===== src/rtl/pplm_regs.vh =====
// constants for the phy power and link manager
// assumes a 100 MHz clock and a word-wide ahb-lite register slave
//
// Function
// - while searching, send special pulses and report detection status 00
// - looped-back pulses seen set the detection status to 01
// - loopback sets the detection event bit; reading it clears it
// - no loopback within the detection limit sets the status to 10
// - on status 10 detection stops itself and auto-negotiation runs
// - link status bit reads 1 once a link is established
// - link failure stops auto-negotiation and restarts inline-power search
// - a plain power-down bit exists apart from automatic power saving
// - writing the power-saving enable to 1 enables it at any time
// - without energy, cycle low-power and wake-up at a set rate, 2 s default
// - signal energy on the media moves the machine to normal state
// - with autoneg on, link loss returns to low power after the time-out
// - after reset the machine starts in the low-power state
// - forced speed from low power: cycle, then stay normal after link drop
// - autoneg disabled in normal state keeps it normal on link loss
// - major blocks off in low-power and wake-up; management stays alive
// - sleep period from a two-bit field, randomly offset by -80 to +60 ms
// - wake-up sends up to three bursts on alternate pairs, then sleeps
// - two bits select the link-status time-out; expiry enters low power
// - an unmanaged strap makes power saving enabled by default
// - an event drives the open-drain interrupt low only when pin-enabled
`ifndef PPLM_REGS_VH
`define PPLM_REGS_VH
// one millisecond counted in 100 MHz cycles
`define PPLM_TICK_CYC 17'h1_86A0
`define PPLM_ADDR_CTRL 8'h00
`define PPLM_ADDR_STAT 8'h04
`define PPLM_CTRL_ANEG 0
`define PPLM_CTRL_PDWN 1
`define PPLM_CTRL_DET 2
`define PPLM_CTRL_SAVE 3
`define PPLM_CTRL_PINEN 4
`define PPLM_CTRL_SLP_LO 5
`define PPLM_CTRL_WAK_LO 7
`define PPLM_CTRL_LST_LO 9
`define PPLM_CTRL_RST 12'h0_021
`define PPLM_ST_DET_LO 0
`define PPLM_ST_LINK 2
`define PPLM_ST_PWR_LO 3
`define PPLM_ST_INT 5
`define PPLM_DET_SEARCH 2'h0
`define PPLM_DET_FOUND 2'h1
`define PPLM_DET_NONE 2'h2
`define PPLM_SLP_MS0 13'h0_3E8
`define PPLM_SLP_MS1 13'h0_7D0
`define PPLM_SLP_MS2 13'h0_BB8
`define PPLM_SLP_MS3 13'h0_FA0
`define PPLM_WAK_MS0 13'h0_064
`define PPLM_WAK_MS1 13'h0_0C8
`define PPLM_WAK_MS2 13'h0_190
`define PPLM_WAK_MS3 13'h0_320
`define PPLM_LST_MS0 13'h0_3E8
`define PPLM_LST_MS1 13'h0_7D0
`define PPLM_LST_MS2 13'h0_BB8
`define PPLM_LST_MS3 13'h0_FA0
`define PPLM_DET_LIMIT_MS 13'h0_1F4
`define PPLM_RND_NEG_MS 13'h0_050
`define PPLM_RND_SPAN 8'h8C
`define PPLM_RND_FOLD 8'h80
`define PPLM_BURST_SLOT_MS 5'h10
`define PPLM_BURST_MAX 2'h3
`define PPLM_LFSR_SEED 16'hACE1
`define PPLM_STRAP_WAIT 3'h4
`endif


===== src/rtl/pplm_top.v =====
// phy power and link manager: automatic power saving and inline-power search
// assumes one 100 MHz clock, ahb-lite master, media pins asynchronous
//
// The AHB-Lite interface to the registers and the register offsets were decided locally.
`timescale 1ns/10ps
`include "pplm_regs.vh"
module pplm_top #(
   parameter [16:0] TICK_CYC = `PPLM_TICK_CYC
) (
   // clock and reset
   input wire clk_i,
   input wire rst_b_i,
   // ahb-lite slave
   input wire hsel_i,
   input wire [7:0] haddr_i,
   input wire [1:0] htrans_i,
   input wire hwrite_i,
   input wire [2:0] hsize_i,
   input wire hready_i,
   input wire [31:0] hwdata_i,
   output reg [31:0] hrdata_o,
   output reg hreadyout_o,
   output reg hresp_o,
   // media side pins
   input wire energy_i,
   input wire flp_loop_i,
   input wire unmanaged_strap_i,
   // phy core status, same clock
   input wire link_up_i,
   // media side controls
   output reg flp_detect_tx_o,
   output reg wake_burst_o,
   output reg wake_pair_b_o,
   output reg core_power_down_o,
   output reg aneg_run_o,
   // open-drain management interrupt
   output reg mgmt_interrupt_n_o,
   output reg mgmt_interrupt_n_oe_o
);

localparam PW_LOW = 2'd0;
localparam PW_WAKE = 2'd1;
localparam PW_NORM = 2'd2;
localparam DS_OFF = 2'd0;
localparam DS_SEARCH = 2'd1;
localparam DS_AN = 2'd2;

function [12:0] pick_ms;
   input [1:0] sel;
   input [12:0] d0;
   input [12:0] d1;
   input [12:0] d2;
   input [12:0] d3;
   begin
      case (sel)
         2'd0: pick_ms = d0;
         2'd1: pick_ms = d1;
         2'd2: pick_ms = d2;
         default: pick_ms = d3;
      endcase
   end
endfunction

// pin synchronisers: three stages, a change counts once stages two and three agree
wire [2:0] pin_raw;
wire [2:0] pin_s2;
wire [2:0] pin_s3;
reg [2:0] pin_val_r;
assign pin_raw = {unmanaged_strap_i, flp_loop_i, energy_i};
genvar gi;
generate
   for (gi = 0; gi < 3; gi = gi + 1)
   begin : g_sync
      reg s1_r;
      reg s2_r;
      reg s3_r;
      always @(posedge clk_i)
      begin
         if (!rst_b_i)
         begin
            s1_r <= 1'b0;
            s2_r <= 1'b0;
            s3_r <= 1'b0;
         end
         else
         begin
            s1_r <= pin_raw[gi];
            s2_r <= s1_r;
            s3_r <= s2_r;
         end
      end
      assign pin_s2[gi] = s2_r;
      assign pin_s3[gi] = s3_r;
   end
endgenerate

always @(posedge clk_i)
begin
   if (!rst_b_i)
      pin_val_r <= 3'b000;
   else
      pin_val_r <= (pin_s2 & pin_s3) | (pin_val_r & (pin_s2 | pin_s3));
end

wire energy_w = pin_val_r[0];
wire loop_w = pin_val_r[1];
wire strap_w = pin_val_r[2];

// registers and bus state
reg [11:0] ctrl_r;
reg [1:0] det_stat_r;
reg det_int_r;
reg [1:0] pw_state_r;
reg [1:0] ds_state_r;
reg [7:0] addr_r;
reg wr_pend_r;
reg rd_pend_r;
reg [2:0] strap_cnt_r;
reg strap_done_r;

wire aneg_en = ctrl_r[`PPLM_CTRL_ANEG];
wire pdwn = ctrl_r[`PPLM_CTRL_PDWN];
wire det_en = ctrl_r[`PPLM_CTRL_DET];
wire save_en = ctrl_r[`PPLM_CTRL_SAVE];
wire pin_en = ctrl_r[`PPLM_CTRL_PINEN];
wire [1:0] slp_sel = ctrl_r[`PPLM_CTRL_SLP_LO+1:`PPLM_CTRL_SLP_LO];
wire [1:0] wak_sel = ctrl_r[`PPLM_CTRL_WAK_LO+1:`PPLM_CTRL_WAK_LO];
wire [1:0] lst_sel = ctrl_r[`PPLM_CTRL_LST_LO+1:`PPLM_CTRL_LST_LO];

wire bus_take = hsel_i & htrans_i[1] & hready_i;
wire wr_ctrl = wr_pend_r & (addr_r == `PPLM_ADDR_CTRL);
wire rd_stat = rd_pend_r & (addr_r == `PPLM_ADDR_STAT);
wire det_found;
wire det_giveup;

reg [31:0] rd_mux;
always @*
begin
   rd_mux = 32'h0000_0000;
   case (addr_r)
      `PPLM_ADDR_CTRL: rd_mux[11:0] = ctrl_r;
      `PPLM_ADDR_STAT:
      begin
         rd_mux[`PPLM_ST_DET_LO+1:`PPLM_ST_DET_LO] = det_stat_r;
         rd_mux[`PPLM_ST_LINK] = link_up_i;
         rd_mux[`PPLM_ST_PWR_LO+1:`PPLM_ST_PWR_LO] = pw_state_r;
         rd_mux[`PPLM_ST_INT] = det_int_r;
      end
      default: rd_mux = 32'h0000_0000;
   endcase
end

// writes are zero-wait; reads take one wait state so hrdata is registered
always @(posedge clk_i)
begin
   if (!rst_b_i)
   begin
      addr_r <= 8'h00;
      wr_pend_r <= 1'b0;
      rd_pend_r <= 1'b0;
      hreadyout_o <= 1'b1;
      hresp_o <= 1'b0;
      hrdata_o <= 32'h0000_0000;
   end
   else
   begin
      wr_pend_r <= 1'b0;
      if (rd_pend_r)
      begin
         hrdata_o <= rd_mux;
         hreadyout_o <= 1'b1;
         rd_pend_r <= 1'b0;
      end
      else if (bus_take)
      begin
         addr_r <= {haddr_i[7:2], 2'b00};
         wr_pend_r <= hwrite_i;
         rd_pend_r <= ~hwrite_i;
         hreadyout_o <= hwrite_i;
      end
   end
end

// control register; the strap is caught a few cycles after reset release
always @(posedge clk_i)
begin
   if (!rst_b_i)
   begin
      ctrl_r <= `PPLM_CTRL_RST;
      strap_cnt_r <= 3'd0;
      strap_done_r <= 1'b0;
   end
   else
   begin
      if (!strap_done_r)
      begin
         strap_cnt_r <= strap_cnt_r + 3'd1;
         if (strap_cnt_r == `PPLM_STRAP_WAIT)
         begin
            strap_done_r <= 1'b1;
            if (strap_w)
               ctrl_r[`PPLM_CTRL_SAVE] <= 1'b1;
         end
      end
      if (wr_ctrl)
         ctrl_r <= hwdata_i[11:0];
      else if (det_giveup)
         ctrl_r[`PPLM_CTRL_DET] <= 1'b0;
   end
end

// millisecond tick from the system clock
reg [16:0] div_r;
reg tick_r;
always @(posedge clk_i)
begin
   if (!rst_b_i)
   begin
      div_r <= 17'h0_0000;
      tick_r <= 1'b0;
   end
   else
   begin
      tick_r <= (div_r == TICK_CYC - 17'h0_0001);
      if (div_r == TICK_CYC - 17'h0_0001)
         div_r <= 17'h0_0000;
      else
         div_r <= div_r + 17'h0_0001;
   end
end

// free-running lfsr spreads the sleep period so two sleepers drift apart
reg [15:0] lfsr_r;
always @(posedge clk_i)
begin
   if (!rst_b_i)
      lfsr_r <= `PPLM_LFSR_SEED;
   else
      lfsr_r <= {lfsr_r[14:0], lfsr_r[15] ^ lfsr_r[13] ^ lfsr_r[12] ^ lfsr_r[10]};
end
wire [7:0] rnd_raw = lfsr_r[7:0];
wire [7:0] rnd_ofs = (rnd_raw > `PPLM_RND_SPAN) ? rnd_raw - `PPLM_RND_FOLD :
                     rnd_raw;
wire [12:0] slp_base = pick_ms(slp_sel, `PPLM_SLP_MS0, `PPLM_SLP_MS1,
                               `PPLM_SLP_MS2, `PPLM_SLP_MS3);
wire [12:0] slp_ms = slp_base - `PPLM_RND_NEG_MS + {5'd0, rnd_ofs};
wire [12:0] wak_ms = pick_ms(wak_sel, `PPLM_WAK_MS0, `PPLM_WAK_MS1,
                             `PPLM_WAK_MS2, `PPLM_WAK_MS3);
wire [12:0] lst_ms = pick_ms(lst_sel, `PPLM_LST_MS0, `PPLM_LST_MS1,
                             `PPLM_LST_MS2, `PPLM_LST_MS3);

// power-saving state machine
reg [1:0] pw_nxt;
reg [12:0] pw_cnt_r;
reg [12:0] pw_lim_r;
reg stay_norm_r;
reg [4:0] slot_r;
reg [1:0] bursts_r;
wire pw_expire = tick_r & (pw_cnt_r >= pw_lim_r);

always @*
begin
   pw_nxt = pw_state_r;
   case (pw_state_r)
      PW_LOW:
      begin
         // hold low until the strap has had its say on the enable bit
         if ((!save_en && strap_done_r) || energy_w)
            pw_nxt = PW_NORM;
         else if (pw_expire)
            pw_nxt = PW_WAKE;
      end
      PW_WAKE:
      begin
         if (!save_en || energy_w)
            pw_nxt = PW_NORM;
         else if (pw_expire)
            pw_nxt = PW_LOW;
      end
      PW_NORM:
      begin
         if (save_en && aneg_en && !stay_norm_r && !link_up_i && pw_expire)
            pw_nxt = PW_LOW;
      end
      default: pw_nxt = PW_LOW;
   endcase
end

always @(posedge clk_i)
begin
   if (!rst_b_i)
   begin
      pw_state_r <= PW_LOW;
      pw_cnt_r <= 13'h0_000;
      pw_lim_r <= `PPLM_SLP_MS1;
      stay_norm_r <= 1'b0;
      slot_r <= 5'h00;
      bursts_r <= 2'd0;
   end
   else
   begin
      pw_state_r <= pw_nxt;
      if (pw_nxt != pw_state_r)
      begin
         pw_cnt_r <= 13'h0_000;
         slot_r <= 5'h00;
         bursts_r <= 2'd0;
         if (pw_nxt == PW_LOW)
            pw_lim_r <= slp_ms;
         else if (pw_nxt == PW_WAKE)
            pw_lim_r <= wak_ms;
         else
            pw_lim_r <= lst_ms;
      end
      else if (pw_state_r == PW_NORM && link_up_i)
         pw_cnt_r <= 13'h0_000;
      else if (tick_r)
      begin
         pw_cnt_r <= pw_cnt_r + 13'h0_001;
         if (pw_state_r == PW_WAKE)
         begin
            slot_r <= slot_r + 5'h01;
            if (slot_r == `PPLM_BURST_SLOT_MS - 5'h01 &&
                bursts_r != `PPLM_BURST_MAX)
               bursts_r <= bursts_r + 2'd1;
         end
      end
      if (pw_state_r == PW_NORM && pw_nxt == PW_NORM)
      begin
         if (pw_lim_r != lst_ms)
            pw_lim_r <= lst_ms;
      end
      // forced speed or autoneg dropped in normal state pins it there
      if (!save_en)
         stay_norm_r <= 1'b0;
      else if (pw_state_r == PW_NORM && !aneg_en)
         stay_norm_r <= 1'b1;
   end
end

// inline-power detection machine
reg [12:0] det_cnt_r;
reg link_seen_r;
assign det_found = (ds_state_r == DS_SEARCH) & loop_w;
assign det_giveup = (ds_state_r == DS_SEARCH) & ~loop_w & tick_r &
                    (det_cnt_r >= `PPLM_DET_LIMIT_MS);

always @(posedge clk_i)
begin
   if (!rst_b_i)
   begin
      ds_state_r <= DS_OFF;
      det_stat_r <= `PPLM_DET_SEARCH;
      det_cnt_r <= 13'h0_000;
      link_seen_r <= 1'b0;
   end
   else
   begin
      case (ds_state_r)
         DS_OFF:
         begin
            link_seen_r <= 1'b0;
            det_cnt_r <= 13'h0_000;
            if (det_en && aneg_en)
            begin
               ds_state_r <= DS_SEARCH;
               det_stat_r <= `PPLM_DET_SEARCH;
            end
         end
         DS_SEARCH:
         begin
            if (tick_r)
               det_cnt_r <= det_cnt_r + 13'h0_001;
            if (det_found)
            begin
               det_stat_r <= `PPLM_DET_FOUND;
               ds_state_r <= DS_AN;
            end
            else if (det_giveup)
            begin
               det_stat_r <= `PPLM_DET_NONE;
               ds_state_r <= DS_AN;
            end
            else if (!det_en && !aneg_en)
               ds_state_r <= DS_OFF;
         end
         DS_AN:
         begin
            if (link_up_i)
               link_seen_r <= 1'b1;
            else if (link_seen_r)
            begin
               // link lost: search again
               link_seen_r <= 1'b0;
               det_cnt_r <= 13'h0_000;
               det_stat_r <= `PPLM_DET_SEARCH;
               ds_state_r <= DS_SEARCH;
            end
            if (!aneg_en)
               ds_state_r <= DS_OFF;
         end
         default: ds_state_r <= DS_OFF;
      endcase
   end
end

// detection event bit: a new event beats a clearing read
always @(posedge clk_i)
begin
   if (!rst_b_i)
      det_int_r <= 1'b0;
   else if (det_found)
      det_int_r <= 1'b1;
   else if (rd_stat)
      det_int_r <= 1'b0;
end

// registered outputs; management stays clocked in every power state
always @(posedge clk_i)
begin
   if (!rst_b_i)
   begin
      flp_detect_tx_o <= 1'b0;
      wake_burst_o <= 1'b0;
      wake_pair_b_o <= 1'b0;
      core_power_down_o <= 1'b1;
      aneg_run_o <= 1'b0;
      mgmt_interrupt_n_o <= 1'b0;
      mgmt_interrupt_n_oe_o <= 1'b0;
   end
   else
   begin
      flp_detect_tx_o <= (ds_state_r == DS_SEARCH) & ~pdwn;
      wake_burst_o <= (pw_state_r == PW_WAKE) & (slot_r == 5'h00) &
                      (bursts_r != `PPLM_BURST_MAX);
      wake_pair_b_o <= bursts_r[0];
      core_power_down_o <= pdwn | (pw_state_r != PW_NORM);
      aneg_run_o <= aneg_en & ~pdwn & (pw_state_r == PW_NORM) &
                    (ds_state_r != DS_SEARCH);
      mgmt_interrupt_n_o <= 1'b0;
      mgmt_interrupt_n_oe_o <= det_int_r & pin_en;
   end
end

endmodule // pplm_top


===== config.mk =====
export PLATFORM = sky130hd
export DESIGN_NAME = pplm_top
export DESIGN_NICKNAME = d
export VERILOG_FILES = /design/src/rtl/pplm_top.v
export VERILOG_INCLUDE_DIRS = /design/src /design/src/rtl
export SDC_FILE = /design/constraint.sdc
export NUM_CORES = 1
export LEC_CHECK = 0
export BUFFER_PORTS_ARGS = -buffer_cell sky130_fd_sc_hd__buf_2
export CORE_MARGIN = 3
export CORE_UTILIZATION = 55
export DETAILED_ROUTE_END_ITERATION = 6
export HOLD_SLACK_MARGIN = 0.12
export MAX_ROUTING_LAYER = met4
export PLACE_DENSITY = 0.8
export SKIP_LAST_GASP = 1
export SLEW_MARGIN = 20
export SYNTH_ARGS = -nofsm -noshare
export SYNTH_HDL_FRONTEND = slang
export SYNTH_SLANG_ARGS = --single-unit

===== constraint.sdc =====
create_clock -name clk_i -period 6.7 [get_ports clk_i]
set_input_delay 0 -clock clk_i [delete_from_list [all_inputs] [get_ports clk_i]]
set_output_delay 0 -clock clk_i [all_outputs]
set_load 0.02 [all_outputs]

### Word-level counts from Yosys, hierarchy flattened

Index checks and enable logic that the tools add are counted.

* register bits: 144
* latch bits: 0
* memory bits (writable): 0
* ROM bits: 0
* input bits: 54
* output and inout port bits: 41
* word-level logic and storage cells: 205
* memories kept: 0

* add/sub/neg operators: 9
* $mul: 0
* divide/modulo/power cells: 0
* order comparisons: 3
* eq/ne operators: 30
* shift operators: 0
* multiplexer cells: 47
* bitwise operators: 31
* reductions and logical operators: 45

Operator list (number)
* $mux W13: 8
* $pmux W12 S3: 2
* $pmux W13 S3: 1
* $mux W2: 17
* $pmux W10 S3: 1
* $add A13 B1 Y13 const B: 2
* $pmux W2 S3: 3
* $add A17 B1 Y17 const B: 1
* $eq A17 B17 Y1 const B: 1
* $and A1 B1 Y1: 16
* $add A13 B8 Y13: 1
* $ge A13 B13 Y1: 1
* $ge A13 B9 Y1 const B: 1
* $ne A13 B13 Y1: 1
* $sub A13 B7 Y13 const B: 1
* $eq A2 B1 Y1 const B: 6
* $eq A2 B2 Y1 const B: 6
* $logic_not A2 Y1: 6
* $ne A2 B2 Y1 const B: 6
* $pmux W6 S2: 1
* $reduce_and A4 Y1: 3
* $logic_and A1 B1 Y1: 11
* $mux W1: 11
* $reduce_bool A2 Y1: 5
* other kinds (30): 53

### Logic depth before layout (Yosys ltp)

* depth in word-level cells: 12
* mapped depth: 14
* gate-level depth less buffers: 14

### Worst setup path before layout

No wires, ideal clock.

* path kind: register -> register
* start point: reg ctrl_r[6]
* end point: reg pw_lim_r[11]
* setup time: 0.122 ns
* arrival: 2.454 ns
* data required time: 6.578 ns
* slack: 4.124 ns
* cell stages (with the launch flop): 13
* buffers on the path: 0
* period minus slack after synthesis: 2.576 ns
* cells stage by stage: dfxtp_1 inv_1 ha_1 ha_1 inv_1 ha_1 a21o_1 a21o_1 a21oi_1 nor2b_1 o32a_1 a31oi_1 o41ai_2

* longest elaborated chain between the ends: 8
* elaborated cells on any way between the ends: 10
* classes of those cells: add/sub: 2; eq/ne: 2; mux: 5; reduce/logical: 1

RTL lines
* start, declared: line pplm_top.v:110 `reg [11:0] ctrl_r;`
* start signal, assigned: line pplm_top.v:189 `` ctrl_r <= `PPLM_CTRL_RST; ``
* start signal, assigned: line pplm_top.v:206 `ctrl_r <= hwdata_i[11:0];`
* $eq A2 B2 Y1, or another cell as far along: line pplm_top.v:55 `case (sel)`
* $pmux W12 S3 *: line pplm_top.v:55
* $sub A13 B7 Y13 (no source line) *
* $add A13 B8 Y13 *: line pplm_top.v:246 `` wire [12:0] slp_ms = slp_base - `PPLM_RND_NEG_MS + {5'd0, rnd_ofs}; ``
* $mux W13 *: line pplm_top.v:308 `if (pw_nxt == PW_LOW)`
* $mux W13 *: line pplm_top.v:303 `if (pw_nxt != pw_state_r)`
* $mux W13: line pplm_top.v:330 `if (pw_lim_r != lst_ms)`
* $mux W13 *: line pplm_top.v:328 `if (pw_state_r == PW_NORM && pw_nxt == PW_NORM)`
* end signal, assigned: line pplm_top.v:309 `pw_lim_r <= slp_ms;`
* end signal, assigned: line pplm_top.v:311 `pw_lim_r <= wak_ms;`
* end signal, assigned: line pplm_top.v:331 `pw_lim_r <= lst_ms;`
* end, declared: line pplm_top.v:255 `reg [12:0] pw_lim_r;`

Mark *: on every way between the ends. The rest lies on a longest branch, timed or not.
A chain may end at the register's enable or synchronous reset.

### Final worst setup path

* start point: reg pw_cnt_r[0]
* end point: reg pw_lim_r[6]

* longest elaborated chain between the ends: 11
* elaborated cells on any way between the ends: 19
* classes of those cells: order compare: 1; eq/ne: 3; mux: 11; bitwise: 1; reduce/logical: 3

RTL lines
* start, declared: line pplm_top.v:254 `reg [12:0] pw_cnt_r;`
* start signal, assigned: line pplm_top.v:319 `pw_cnt_r <= pw_cnt_r + 13'h0_001;`
* $ge A13 B13 Y1 *: line pplm_top.v:259 `wire pw_expire = tick_r & (pw_cnt_r >= pw_lim_r);`
* $and A1 B1 Y1 *: line pplm_top.v:259
* $mux W2, or another cell as far along: line pplm_top.v:277 `else if (pw_expire)`
* $mux W2 (on tied branches): line pplm_top.v:275, pplm_top.v:268, pplm_top.v:282
* $pmux W2 S3 *: line pplm_top.v:264 `case (pw_state_r)`
* $eq A2 B1 Y1: line pplm_top.v:310 `else if (pw_nxt == PW_WAKE)`
* $mux W13: line pplm_top.v:310
* $mux W13: line pplm_top.v:308
* $mux W13: line pplm_top.v:303
* $mux W13: line pplm_top.v:330
* $mux W13 *: line pplm_top.v:328

Marks and branches as above.

==> impl_metrics.csv <==
group,metric,value,unit
finish,final_cell_mix,"dfxtp_1 (144), nor2_1 (107), nand2_1 (74)",
synth,synth_area_per_cell,8.695,sq um
timing,rsz0062_at_grt,"no",
placed_design,hpwl,9778,um
finish,seqCellArea,2883,sq um
grt,grt_max_degree,46,
finish,final_common_cell,"dfxtp_1",
clock_tree,root_buffer,"clkbuf_16",
synth,synth_compound_area_frac,0.1221,
timing,post-route-min-period,3011,ps
floorplan,start_util,0.5677,
synth,synth_area_leaders,"dfxtp_1 (42%), ha_1 (8.3%), nor2_1 (5.8%)",
clock_tree,clock_latency,420,ps
synth,ys_warn_count,0,
drt,drt-initial-drc-count,378,
grt,grt.overflow.total,0,
worst_setup_path,crit_chain,"inv_1, ha_1, nor2b_1, o221ai_2, a21o_1, o21a_1, a21boi_1, mux2_2, a32oi_1",
worst_setup_path,cp.arrival,3350,ps
drt,wl_met2,7110,um
synth,syn-cell-area,6904,sq um
power_and_ir_drop,power.leakage,3.317,nW
synth,yosys.area.top_type,"dfxtp_1",
timing,setup_viol,0,
worst_setup_path,cpPeakStageDelay,840,ps
timing,holdWs,246.9,ps
worst_setup_path,worstSetupPathType,"flop to flop",
timing,relSlewSlack,0.3106,
power_and_ir_drop,p_int,0.001551,W
timing,finalSetupTns,0,ps
finish,multi_input_area,3641,sq um
timing,fin_crit_sh,0.4494,
grt,grt_pass1_vias,5268,
power_and_ir_drop,clkPwrFrac,0.462,
floorplan,die_w,118.0,um
floorplan,rows,40,
placed_design,gp_congestion,0.7982,
clock_tree,cts.clk_slew.worst_paths,60,ps
run,drv_cap,0,
worst_setup_path,critPathMaxFanout,13,
worst_setup_path,critPathLaunchType,"flop",
power_and_ir_drop,power_density,254.3,nW/um^2
timing,tightest_slew,1032,ps
synth,synth_cells,794,
worst_setup_path,cp-startpoint,"pw_cnt_r[0]$_SDFFE_PP0P_",
hold_path,hold_class,"input port to flop",
floorplan,fp.dieArea,13930,sq um
timing,report.final.slew_viol_count,0,
drt,drtPass1Iterations,5,
finish,fin_nets,961,
power_and_ir_drop,switching_share,0.2396,
clock_tree,htreeDepth,4,
drt,vias_per_cell,5.325,
timing,fmax,332.1,MHz
power_and_ir_drop,seqPwrFrac,0.444,
synth,synth_top_area_share,0.4175,
timing,hold_violations,0,
worst_setup_path,endpoint_kind,"flop",
drt,vias,5538,
placed_design,port_buffers,46,
floorplan,core-area,12160,sq um
clock_tree,numCtsBuffers,17,
synth,yosys.area_share.simple,0.2131,
synth,synth_mux_area_frac,0.02918,
grt,antenna_found_initial,0,
drt,wl_met1,6470,um
clock_tree,cts_tree,"yes",
hold_path,worstHoldStart,"hsel_i",
drt,highest_layer,"met4",
worst_setup_path,worstPathBufferInverterCount,1,
power_and_ir_drop,p_sw,0.0004886,W
synth,synth_top_family_by_area,"simple AND/OR/NAND/NOR gates",
floorplan,io_pins,95,
synth,synthAdderAreaFrac,0.08626,
clock_tree,postCtsSetupBuffers,0,
power_and_ir_drop,pwr-share-comb,0.094,
synth,synth.distinct_cells,71,
drt,wl_per_cell,13.93,um
finish,n_antenna_cell,0,
drt,met3_length,589,um
floorplan,die_y,118.0,um
drt,drtAntennaViolNets,0,
clock_tree,clock_path_buffers,2,
drt,routed_wl,14490,um
synth,synth-edff-count,0,
power_and_ir_drop,vdd_drop_max,0.2104,mV
finish,drive_gt1_frac,0.1078,
worst_setup_path,crit_required,7040,ps
drt,drc_errors,0,
power_and_ir_drop,power,0.002040,W
timing,skew,8.073,ps
synth,synth_ff_type,"dfxtp_1",
run_status,status,"finished clean",
worst_setup_path,rr_startpoint,"pw_cnt_r[0]$_SDFFE_PP0P_",
synth,postSynth.asyncResetShare,0,
grt,track_usage,0.2208,
worst_setup_path,cp_slowest_cell,"a21boi_1",
finish,fill_cells,979,
synth,ys_seq_area_frac,0.4175,
clock_tree,clock-sinks,144,
synth,synthXorXnorAreaFrac,0.06343,
synth,synth_seq_cells,144,
finish,syn2layout_area_growth,16.18,%
clock_tree,cts.repair.resized,0,
grt,grt_pass1_wl,24620,um
worst_setup_path,crit_family,"compound AO/OA/AOI/OAI gates",
## per-stage QoR
step	util	std cells	instance area (sq um)	setup slack, ps
3_3_place_gp	0.5867	980	7136	3794
3_5_place_dp	0.5867	980	7136	3730
6_report	0.6596	1040	8021	3689
4_1_cts	0.6588	1040	8013	3711
2_1_floorplan	-	815	6983	4124
5_1_grt	0.6596	1040	8021	3488
## final cells by class
| cell class | count | area share |
|---|---|---|
| clock buffer | 21 | 0.05615 |
| clock inverter | 10 | 0.01700 |
| tap | 168 | 0.02621 |
| multi-input combinational | 576 | 0.4539 |
| inverter | 44 | 0.02059 |
| timing repair buffer | 77 | 0.06676 |
| sequential | 144 | 0.3594 |
## cells in the mapped netlist, types with 2 or more instances
| cell type | number |
|---|---|
| a211oi_1 | 4 |
| a21boi_1 | 2 |
| a21o_1 | 5 |
| a21oi_1 | 49 |
| a21oi_2 | 3 |
| a31oi_1 | 4 |
| a41oi_1 | 2 |
| and2_1 | 22 |
| and3_1 | 9 |
| and4_1 | 2 |
| buf_1 | 2 |
| buf_2 | 8 |
| buf_4 | 23 |
| buf_6 | 2 |
| clkbuf_1 | 16 |
| dfxtp_1 | 144 |
| ha_1 | 46 |
| inv_1 | 43 |
| mux2i_1 | 19 |
| nand2_1 | 74 |
| nand2b_1 | 13 |
| nand3_1 | 27 |
| nand4_1 | 12 |
| nor2_1 | 107 |
| nor2b_1 | 7 |
| nor3_1 | 7 |
| nor4_1 | 7 |
| o211a_1 | 3 |
| o211ai_1 | 2 |
| o21a_1 | 4 |
| o21ai_0 | 25 |
| o21bai_1 | 2 |
| o311ai_1 | 2 |
| or2_2 | 2 |
| or3_1 | 10 |
| or4_1 | 2 |
| xnor2_1 | 20 |
| xor2_1 | 30 |
## tightest hold or removal path: stages
cell and delay, ps:
buf_2 100, nand3_1 120, nor2_1 180, mux2i_1 160, nor2_1 80
## power by group through the flow
stage / combinational, W / clock [W] / sequential [W]
after global placement: 0.000172 / 0 / 0.000921
after CTS: 0.000189 / 0.000952 / 0.000904
after detailed placement: 0.000176 / 0 / 0.000922
after floorplan: 0.000155 / 0 / 0.000914
after global routing: 0.000214 / 0.000991 / 0.000908
final: 0.000192 / 0.000943 / 0.000905
## registers in the layout (all words and copies together), names as in the netlist, 5 cells and up
signal and count:
pw_cnt_r 13, slot_r 5, pw_lim_r 13, hrdata_o 12, lfsr_r 16, div_r 17, det_cnt_r 13, addr_r 6
ctrl_r 12
## per-layer routing
metal	GRT usage	vias to the layer above
met5	-	-
met3	0.04998	30
met1	0.2688	2579
li1	-	2783
met2	0.3564	146
met4	0.08864	0
## cells by family (layout without fill, tap and decap cells)
group	after synthesis	after routing
AOI/OAI and AO/OA	128	128
xor gates and xnor gates	50	50
adders and majority gates	47	47
buffers and inverters	95	152
DFF	144	144
muxes	20	20
other	1	22
and+or+nand+nor	309	309
## path summary, 6_finish.rpt
path | endpoint | slack [ps] | cells after the start
max | pw_lim_r[6]$_SDFF_PN1_ | 3690 | 9
min | addr_r[2]$_SDFFE_PN0P_ | 250 | 5
max reg2reg | pw_lim_r[6]$_SDFF_PN1_ | 3690 | 9
min reg2reg | lfsr_r[15]$_SDFF_PN1_ | 400 | 1
## timing repair
action	in CTS	in global routing
setup endpoints to repair	0	0
hold endpoints to repair	35	0
hold buffers	29	0
Power figures use the tool's default switching activity.
